### src/smcfg_defs.vh
/*
 * Constants for the serial mode configuration block: register offsets,
 * field positions, reset values, decode codes and prescaler ratios.
 * Assumes inclusion by bare name from the design files of this block.
 */
`ifndef SMCFG_DEFS_VH
`define SMCFG_DEFS_VH

// Register byte offsets on the bus
`define SMCFG_ADR_MODE      4'h0
`define SMCFG_ADR_SCSEL     4'h4
`define SMCFG_ADR_STATUS    4'h8
`define SMCFG_ADR_W         4

// Reset values
`define SMCFG_MODE_RST      8'h00
`define SMCFG_SCSEL_RST     1'b0

// Field positions, shared by both layouts where noted
`define SMCFG_B_TOP         7
`define SMCFG_B_SIX         6
`define SMCFG_B_PAR_EN      5
`define SMCFG_B_PAR_ODD     4
`define SMCFG_B_STOP        3
`define SMCFG_B_BCP_HI      3
`define SMCFG_B_MP          2
`define SMCFG_B_BCP_LO      2
`define SMCFG_B_CKS_HI      1
`define SMCFG_B_CKS_LO      0

// Bit-period codes and the S value for each
`define SMCFG_BCP_32        2'h0
`define SMCFG_BCP_64        2'h1
`define SMCFG_BCP_372       2'h2
`define SMCFG_BCP_256       2'h3
`define SMCFG_S_32          9'h020
`define SMCFG_S_64          9'h040
`define SMCFG_S_372         9'h174
`define SMCFG_S_256         9'h100

// Prescaler codes and their terminal counts (ratio minus one)
`define SMCFG_CKS_DIV1      2'h0
`define SMCFG_CKS_DIV4      2'h1
`define SMCFG_CKS_DIV16     2'h2
`define SMCFG_CKS_DIV64     2'h3
`define SMCFG_TC_DIV4       6'h03
`define SMCFG_TC_DIV16      6'h0f
`define SMCFG_TC_DIV64      6'h3f
`define SMCFG_PRE_ZERO      6'h00
`define SMCFG_PRE_ONE       6'h01

// Transmit-end advance in elementary time units, times ten
`define SMCFG_GSM_ADV_X10   8'h6e
`define SMCFG_ZERO8         8'h00

// Idle read data, also its reset value
`define SMCFG_DAT_ZERO      32'h00000000

`endif

### src/smcfg_prescale.v
/*
 * Baud-generator source prescaler: emits a one-cycle tick at the
 * system clock divided by 1, 4, 16 or 64 as chosen by the clock select.
 * Assumes a synchronous active-high reset on the system clock.
 */
`timescale 1ns/1ns
`include "smcfg_defs.vh"

module smcfg_prescale (
    input  wire       clk_i,    // System clock
    input  wire       rst_i,    // Synchronous reset
    input  wire [1:0] cks_i,    // Clock select code
    output reg        tick_o    // Prescaled clock tick
);

    reg  [5:0] cnt_reg;         // Free-running divider count
    reg  [5:0] term;            // Terminal count for this ratio

    // Terminal count from the select code
    always @* begin
        case (cks_i)
            `SMCFG_CKS_DIV4:  term = `SMCFG_TC_DIV4;
            `SMCFG_CKS_DIV16: term = `SMCFG_TC_DIV16;
            `SMCFG_CKS_DIV64: term = `SMCFG_TC_DIV64;
            default:          term = `SMCFG_PRE_ZERO;   // Undivided
        endcase
    end

    // Divider and tick; a ratio change restarts cleanly at terminal
    always @(posedge clk_i) begin
        if (rst_i) begin
            cnt_reg <= `SMCFG_PRE_ZERO;
            tick_o  <= 1'b0;
        end else if (cnt_reg >= term) begin
            cnt_reg <= `SMCFG_PRE_ZERO;
            tick_o  <= 1'b1;
        end else begin
            cnt_reg <= cnt_reg + `SMCFG_PRE_ONE;
            tick_o  <= 1'b0;
        end
    end

endmodule

### src/smcfg_decode.v
/*
 * Layout decoder: turns the raw mode byte and the interface select into
 * the per-function controls for transmitter, receiver and rate generator.
 * Purely combinational; the top registers every result.
 */
`timescale 1ns/1ns
`include "smcfg_defs.vh"

module smcfg_decode (
    input  wire [7:0] mode_i,         // Raw mode register
    input  wire       sc_sel_i,       // Smart card layout select
    output reg        sync_o,         // Clocked synchronous mode
    output reg        char7_o,        // Seven-bit characters
    output reg        stop2_o,        // Two stop bits
    output reg        mp_o,           // Multiprocessor function active
    output reg        par_en_o,       // Parity added and checked
    output reg        par_odd_o,      // Odd parity
    output reg        gsm_o,          // GSM timing and clock modes
    output reg        blk_o,          // Block transfer operation
    output reg  [8:0] s_o,            // Basic clocks per bit
    output reg  [1:0] cks_o           // Clock source select
);

    // Map the bit period code to S
    function [8:0] bcp_to_s;
        input [1:0] code;
        begin
            case (code)
                `SMCFG_BCP_64:  bcp_to_s = `SMCFG_S_64;
                `SMCFG_BCP_372: bcp_to_s = `SMCFG_S_372;
                `SMCFG_BCP_256: bcp_to_s = `SMCFG_S_256;
                default:        bcp_to_s = `SMCFG_S_32;
            endcase
        end
    endfunction

    // Field meaning follows the interface select
    always @* begin
        cks_o     = {mode_i[`SMCFG_B_CKS_HI], mode_i[`SMCFG_B_CKS_LO]};
        par_en_o  = 1'b0;
        par_odd_o = 1'b0;
        sync_o    = 1'b0;
        char7_o   = 1'b0;
        stop2_o   = 1'b0;
        mp_o      = 1'b0;
        gsm_o     = 1'b0;
        blk_o     = 1'b0;
        s_o       = `SMCFG_S_32;
        if (sc_sel_i) begin
            // Smart card: GSM, block, parity, bit period
            gsm_o     = mode_i[`SMCFG_B_TOP];
            blk_o     = mode_i[`SMCFG_B_SIX];
            par_en_o  = mode_i[`SMCFG_B_PAR_EN];
            par_odd_o = mode_i[`SMCFG_B_PAR_EN] & mode_i[`SMCFG_B_PAR_ODD];
            s_o       = bcp_to_s({mode_i[`SMCFG_B_BCP_HI], mode_i[`SMCFG_B_BCP_LO]});
        end else begin
            // Normal layout
            sync_o  = mode_i[`SMCFG_B_TOP];
            char7_o = ~mode_i[`SMCFG_B_TOP] & mode_i[`SMCFG_B_SIX];
            stop2_o = ~mode_i[`SMCFG_B_TOP] & mode_i[`SMCFG_B_STOP];
            mp_o    = ~mode_i[`SMCFG_B_TOP] & mode_i[`SMCFG_B_MP];
            // Parity only in async and never with multiprocessor
            if (!mode_i[`SMCFG_B_TOP] && !mode_i[`SMCFG_B_MP]) begin
                par_en_o  = mode_i[`SMCFG_B_PAR_EN];
                par_odd_o = mode_i[`SMCFG_B_PAR_EN] & mode_i[`SMCFG_B_PAR_ODD];
            end
        end
    end

endmodule

### src/smcfg_top.v
/*
 * Serial mode configuration block: the mode register and the smart card
 * layout select on a classic Wishbone slave, with decoded, registered
 * controls for the transmitter, receiver and bit-rate generator.
 * Assumes one system clock and a synchronous active-high reset; the
 * transmitter and receiver themselves live outside this block.
 */
// Design decisions made here: the Wishbone register port and the register offsets.
`timescale 1ns/1ns
`include "smcfg_defs.vh"

module smcfg_top (
    input  wire        clk_i,          // System clock, 50 MHz
    input  wire        rst_i,          // Synchronous reset
    input  wire        cyc_i,          // Wishbone cycle
    input  wire        stb_i,          // Wishbone strobe
    input  wire        we_i,           // Wishbone write
    input  wire [3:0]  adr_i,          // Wishbone byte address
    input  wire [3:0]  sel_i,          // Wishbone byte selects
    input  wire [31:0] dat_i,          // Wishbone write data
    output reg  [31:0] dat_o,          // Wishbone read data
    output reg         ack_o,          // Wishbone acknowledge
    output reg         err_o,          // Unmapped address answer
    output reg         sync_o,         // Clocked synchronous mode
    output reg         char7_o,        // Seven-bit characters
    output reg         stop2_o,        // Two stop bits
    output reg         mp_en_o,        // Multiprocessor function on
    output reg         parity_en_o,    // Parity add and check
    output reg         parity_odd_o,   // Odd parity
    output reg         gsm_timing_en_o,// Early transmit end, extra clock modes
    output reg         block_xfer_en_o,// Block transfer operation
    output reg  [8:0]  bit_period_o,   // Basic clocks per bit (S)
    output reg  [1:0]  clk_sel_o,      // Clock select index n
    output reg  [7:0]  tx_end_adv_x10_o, // Transmit-end advance, etu x10
    output reg         baud_tick_o     // Prescaled source tick
);

    // Software-visible state
    reg  [7:0] serial_mode_register;   // Mode register
    reg        smartcard_if_sel;       // Layout select

    // Decoder results
    wire       dec_sync;               // Synchronous mode
    wire       dec_char7;              // Seven-bit characters
    wire       dec_stop2;              // Two stop bits
    wire       dec_mp;                 // Multiprocessor on
    wire       dec_par_en;             // Parity on
    wire       dec_par_odd;            // Odd parity
    wire       dec_gsm;                // GSM timing
    wire       dec_blk;                // Block transfer
    wire [8:0] dec_s;                  // S value
    wire [1:0] dec_cks;                // Clock select
    wire       pre_tick;               // Prescaler tick

    // Bus request decode
    wire       req     = cyc_i & stb_i & ~ack_o & ~err_o;
    wire       hit_mode  = (adr_i == `SMCFG_ADR_MODE);
    wire       hit_scsel = (adr_i == `SMCFG_ADR_SCSEL);
    wire       hit_stat  = (adr_i == `SMCFG_ADR_STATUS);
    wire       hit     = hit_mode | hit_scsel | hit_stat;

    // Layout decoder
    smcfg_decode u_dec (
        .mode_i    (serial_mode_register),
        .sc_sel_i  (smartcard_if_sel),
        .sync_o    (dec_sync),
        .char7_o   (dec_char7),
        .stop2_o   (dec_stop2),
        .mp_o      (dec_mp),
        .par_en_o  (dec_par_en),
        .par_odd_o (dec_par_odd),
        .gsm_o     (dec_gsm),
        .blk_o     (dec_blk),
        .s_o       (dec_s),
        .cks_o     (dec_cks)
    );

    // Baud-generator source prescaler
    smcfg_prescale u_pre (
        .clk_i  (clk_i),
        .rst_i  (rst_i),
        .cks_i  (dec_cks),
        .tick_o (pre_tick)
    );

    // Register writes; byte lane 0 carries each register
    always @(posedge clk_i) begin
        if (rst_i) begin
            serial_mode_register <= `SMCFG_MODE_RST;
            smartcard_if_sel     <= `SMCFG_SCSEL_RST;
        end else if (req && we_i && sel_i[0]) begin
            if (hit_mode) begin
                serial_mode_register <= dat_i[7:0];
            end else if (hit_scsel) begin
                smartcard_if_sel <= dat_i[0];
            end
        end
    end

    // Bus answer: one wait state, ack or err for a single cycle
    always @(posedge clk_i) begin
        if (rst_i) begin
            ack_o <= 1'b0;
            err_o <= 1'b0;
            dat_o <= `SMCFG_DAT_ZERO;
        end else begin
            ack_o <= req & hit;
            err_o <= req & ~hit;
            if (req && !we_i && hit_mode) begin
                dat_o <= {24'h000000, serial_mode_register};
            end else if (req && !we_i && hit_scsel) begin
                dat_o <= {31'h00000000, smartcard_if_sel};
            end else if (req && !we_i && hit_stat) begin
                // Live status: decoded mode summary
                dat_o <= {16'h0000, dec_cks, dec_blk, dec_gsm,
                          dec_par_odd, dec_par_en, dec_mp, dec_sync, 8'h00};
            end else begin
                dat_o <= `SMCFG_DAT_ZERO;
            end
        end
    end

    // Registered control outputs
    always @(posedge clk_i) begin
        if (rst_i) begin
            sync_o           <= 1'b0;
            char7_o          <= 1'b0;
            stop2_o          <= 1'b0;
            mp_en_o          <= 1'b0;
            parity_en_o      <= 1'b0;
            parity_odd_o     <= 1'b0;
            gsm_timing_en_o  <= 1'b0;
            block_xfer_en_o  <= 1'b0;
            bit_period_o     <= `SMCFG_S_32;
            clk_sel_o        <= `SMCFG_CKS_DIV1;
            tx_end_adv_x10_o <= `SMCFG_ZERO8;
            baud_tick_o      <= 1'b0;
        end else begin
            sync_o           <= dec_sync;
            char7_o          <= dec_char7;
            stop2_o          <= dec_stop2;
            mp_en_o          <= dec_mp;
            parity_en_o      <= dec_par_en;
            parity_odd_o     <= dec_par_odd;
            gsm_timing_en_o  <= dec_gsm;
            block_xfer_en_o  <= dec_blk;
            bit_period_o     <= dec_s;
            clk_sel_o        <= dec_cks;
            // Transmit-end flag advance for the transmitter
            tx_end_adv_x10_o <= dec_gsm ? `SMCFG_GSM_ADV_X10 : `SMCFG_ZERO8;
            baud_tick_o      <= pre_tick;
        end
    end

endmodule

### config.mk
export PLATFORM = sky130hd
export DESIGN_NAME = smcfg_top
export DESIGN_NICKNAME = d
export VERILOG_FILES = /design/src/smcfg_prescale.v /design/src/smcfg_decode.v /design/src/smcfg_top.v
export VERILOG_INCLUDE_DIRS = /design/src /design/src/src
export SDC_FILE = /design/constraint.sdc
export NUM_CORES = 1
export LEC_CHECK = 0
export BUFFER_PORTS_ARGS = -buffer_cell sky130_fd_sc_hd__buf_2
export CORE_UTILIZATION = 48
export DETAILED_ROUTE_END_ITERATION = 16
export PLACE_DENSITY = 0.88
export SLEW_MARGIN = 15
export SYNTH_ARGS = -nofsm -noshare
export SYNTH_HDL_FRONTEND = slang
export SYNTH_SLANG_ARGS = --single-unit
### constraint.sdc
create_clock -name clk_i -period 3.75 [get_ports clk_i]
set_input_delay 0.75 -clock clk_i [delete_from_list [all_inputs] [get_ports clk_i]]
set_output_delay 0.75 -clock clk_i [all_outputs]
set_load 0.05 [all_outputs]
==> impl_metrics.py <==
metrics = {
    "placed_design": {
        "dp_hpwl_um": 2510,
        "dp.cells": 292,
        "io_buffers": 56,
        "routabilityCongestion": 0.816,
    },
    "power_and_ir_drop": {
        "cellPowerDensity_nw_per_um2": 421,
        "p_leak_uw": 0.00112,
        "irDropWorstVdd_v": 0.000188,
        "switching_share_pct": 24.4,
        "sequentialPowerShare_pct": 53.7,
        "p_int_uw": 736,
        "combPwrFrac_pct": 8.7,
        "switching_power_uw": 237,
        "power_frac_clock_pct": 37.6,
        "power.total_uw": 973,
    },
    "cts": {
        "clk_path_buf_depth": 2,
        "post_cts_buffers": 0,
        "postCtsHoldBufs": 0,
        "cts.sinks": 49,
        "cts_resized": 0,
        "worstSkewPairLatency_ps": 300,
        "htree_levels": 2,
        "cts-buffers-inserted": 5,
        "clk_pin_slew_ps": 80,
        "cts_tree": "yes",
        "clock-root-buffer": "clkbuf_8",
    },
    "critical_path": {
        "critical-path-top-delay-family": "flip-flops",
        "slowest_stage": "dfxtp_1",
        "critPathMaxFanout": 6,
        "end_kind": "output pin",
        "critPathBufInv": 1,
        "path_cells": "buf_2",
        "cpPeakStageDelay_ps": 380,
        "crit_type": "reg2out",
        "cp-start-kind": "register",
        "crit_required_ps": 3000,
        "arrival_ps": 960,
    },
    "sta": {
        "fmax_ghz": 0.584,
        "skew_ps": 9.13,
        "setup-violations-final": 0,
        "fin_crit_ps": 1710,
        "drv_slew": 0,
        "hold_viol": 0,
        "tns_ps": 0,
        "finalCritPeriodShare_pct": 45.7,
        "grt_setup_unrepaired": "no",
    },
    "synthesis": {
        "ys_top_cells_by_area": "dfxtp_1 (48%), buf_4 (11%), ha_1 (6.2%)",
        "synth-compound-area-share_pct": 5.62,
        "ys_types": 38,
        "ys.warnings.count": 0,
        "synth_xor_area_share_pct": 1.73,
        "synth_top_family_by_area": "simple AND/OR/NAND/NOR gates",
        "syn_inst": 198,
        "synthSimpleGateAreaFrac_pct": 23.1,
        "syn-cell-area_um2": 2020,
        "yosys.area.top_type": "dfxtp_1",
        "yosysSeqAreaShare_pct": 48.5,
        "muxShareOfSynthArea_pct": 0.989,
        "ys_ff_latch": 49,
        "synthAdderAreaFrac_pct": 6.18,
        "yosysTopAreaCellShare_pct": 48.5,
        "syn_avg_cell_area_um2": 10.2,
    },
    "die": {
        "io_pins": 107,
        "fp.dieW_um": 66.9,
        "initial_core_util_pct": 50.2,
        "die-area_um2": 4480,
        "core-area_um2": 4030,
        "die_h_um": 66.9,
        "rows": 23,
    },
    "cells_and_area": {
        "largest_register_ffs": 16,
        "final_cells": 300,
        "fin_util_pct": 57.3,
        "area_growth_pct": 14.1,
        "layout-drive-gt1-share_pct": 28.4,
        "num-nets-final": 304,
        "n_antenna_cell": 0,
    },
    "drt": {
        "detail-route-antenna-nets": 0,
        "vias": 1408,
        "drcViolationCount": 0,
        "via_per_inst": 4.69,
        "dr.pass1.iters": 4,
        "routed_wl_um": 3340,
        "drt_iter0_markers": 26,
        "post_drt_wl_per_cell_um": 11.1,
    },
    "run": {
        "max_cap_violations": 0,
    },
    "global_route": {
        "use_met1_pct": 18.7,
        "grt_max_degree": 17,
        "overflow": 0,
        "met2_usage_pct": 25.9,
        "busiest_layer": "met2",
        "grt.met3_usage_pct": 5.31,
        "grt_pass1_wl_um": 5260,
        "antenna_found_initial": 0,
        "grt_pass1_vias": 1215,
        "grt.total_usage_pct": 16.3,
    },
    "min_path": {
        "worst_hold_path_type": "reg2reg",
    },
    "run_status": {
        "status": "finished clean",
    },
}
## cell usage after synthesis
library cell,instances
nor2_1,16
and2_1,16
nor3_4,1
dfxtp_1,49
conb_1,1
xnor2_1,2
nor2b_1,3
and3b_1,1
xor2_1,2
ha_1,10
o21ai_0,3
inv_1,7
buf_4,29
or3_1,1
and3_2,1
o221ai_1,1
a31o_1,6
nor4b_2,1
nor2b_2,1
nand2b_1,1
nand4_1,2
and4bb_4,1
clkbuf_1,3
nand2_1,9
nand3_1,3
nor3_1,4
nand4b_4,1
mux2i_1,2
and3_1,2
nor3b_1,8
buf_6,2
a21oi_1,3
a211oi_1,1
and3_4,1
o21bai_1,1
o211ai_1,1
nor4b_1,1
or2_2,1
## routing by layer
| layer | wire, um | up-vias |
|---|---|---|
| met5 | 0 | - |
| met4 | 110 | 0 |
| met2 | 1450 | 72 |
| met3 | 268 | 10 |
| li1 | - | 706 |
| met1 | 1520 | 620 |
## final cells by class
class,instances,area (um2)
clock buffers,6,72.6
clock inverters,2,38.8
well taps,50,62.6
fillers,374,1720
flip-flops and latches,49,981
inverters,7,26.3
multi-input cells,130,848
repair buffers,56,280
## stage by stage
stage	setup slack, ps	area, um2	hold slack, ps
after floorplan	2030	2110	414
after global placement	1840	2200	423
after detailed placement	1830	2200	453
after CTS	2020	2310	465
after global routing	1930	2310	476
final	2040	2310	459
## worst paths after layout
kind                                                           start                     endpoint  slack, ps  cells past startpoint
worst max-delay path                  tx_end_adv_x10_o[5]$_SDFF_PP0_          tx_end_adv_x10_o[3]       2040                      1
worst max register to register  serial_mode_register[0]$_SDFFE_PP0P_  u_pre.cnt_reg[3]$_SDFF_PP0_       2080                      6
worst min-delay path                         u_pre.tick_o$_SDFF_PP0_       baud_tick_o$_SDFF_PP0_        460                      1
worst min register to register               u_pre.tick_o$_SDFF_PP0_       baud_tick_o$_SDFF_PP0_        460                      1
## power groups by stage
stage                     Combinational (uW)  Sequential [uW]  Clock [uW]
after floorplan                         84.5              539           0
after global placement                  83.8              535           0
after detailed placement                84.2              535           0
after CTS                               84.5              523         378
after global routing                    89.8              523         396
final                                   84.8              523         365
## placed cells by master, fill, tap and decap left out, drive strengths merged, types with 2 or more instances in the layout
cell and count:
buf 56, dfxtp 49, conb 23, nor2 16, and2 16, ha 10, nand2 9, nor3b 8
inv 7, a31o 6, clkbuf 6, nor3 5, nor2b 4, and3 4, o21ai 3, a21oi 3
nand3 3, nand4 2, xnor2 2, mux2i 2, xor2 2, nor4b 2
## cells by family (layout without fill, tap and decap cells)
| logic type | after synthesis | in the layout |
|---|---|---|
| AND/OR/NAND/NOR | 75 | 75 |
| flip-flops | 49 | 49 |
| buffers and inverters | 41 | 71 |
| AO/OA/AOI/OAI | 16 | 16 |
| adder cells (fa/ha/maj) | 10 | 10 |
| XOR/XNOR | 4 | 4 |
| multiplexers | 2 | 2 |
| other | 1 | 23 |
No activity file was read; power rests on OpenSTA's default activity.
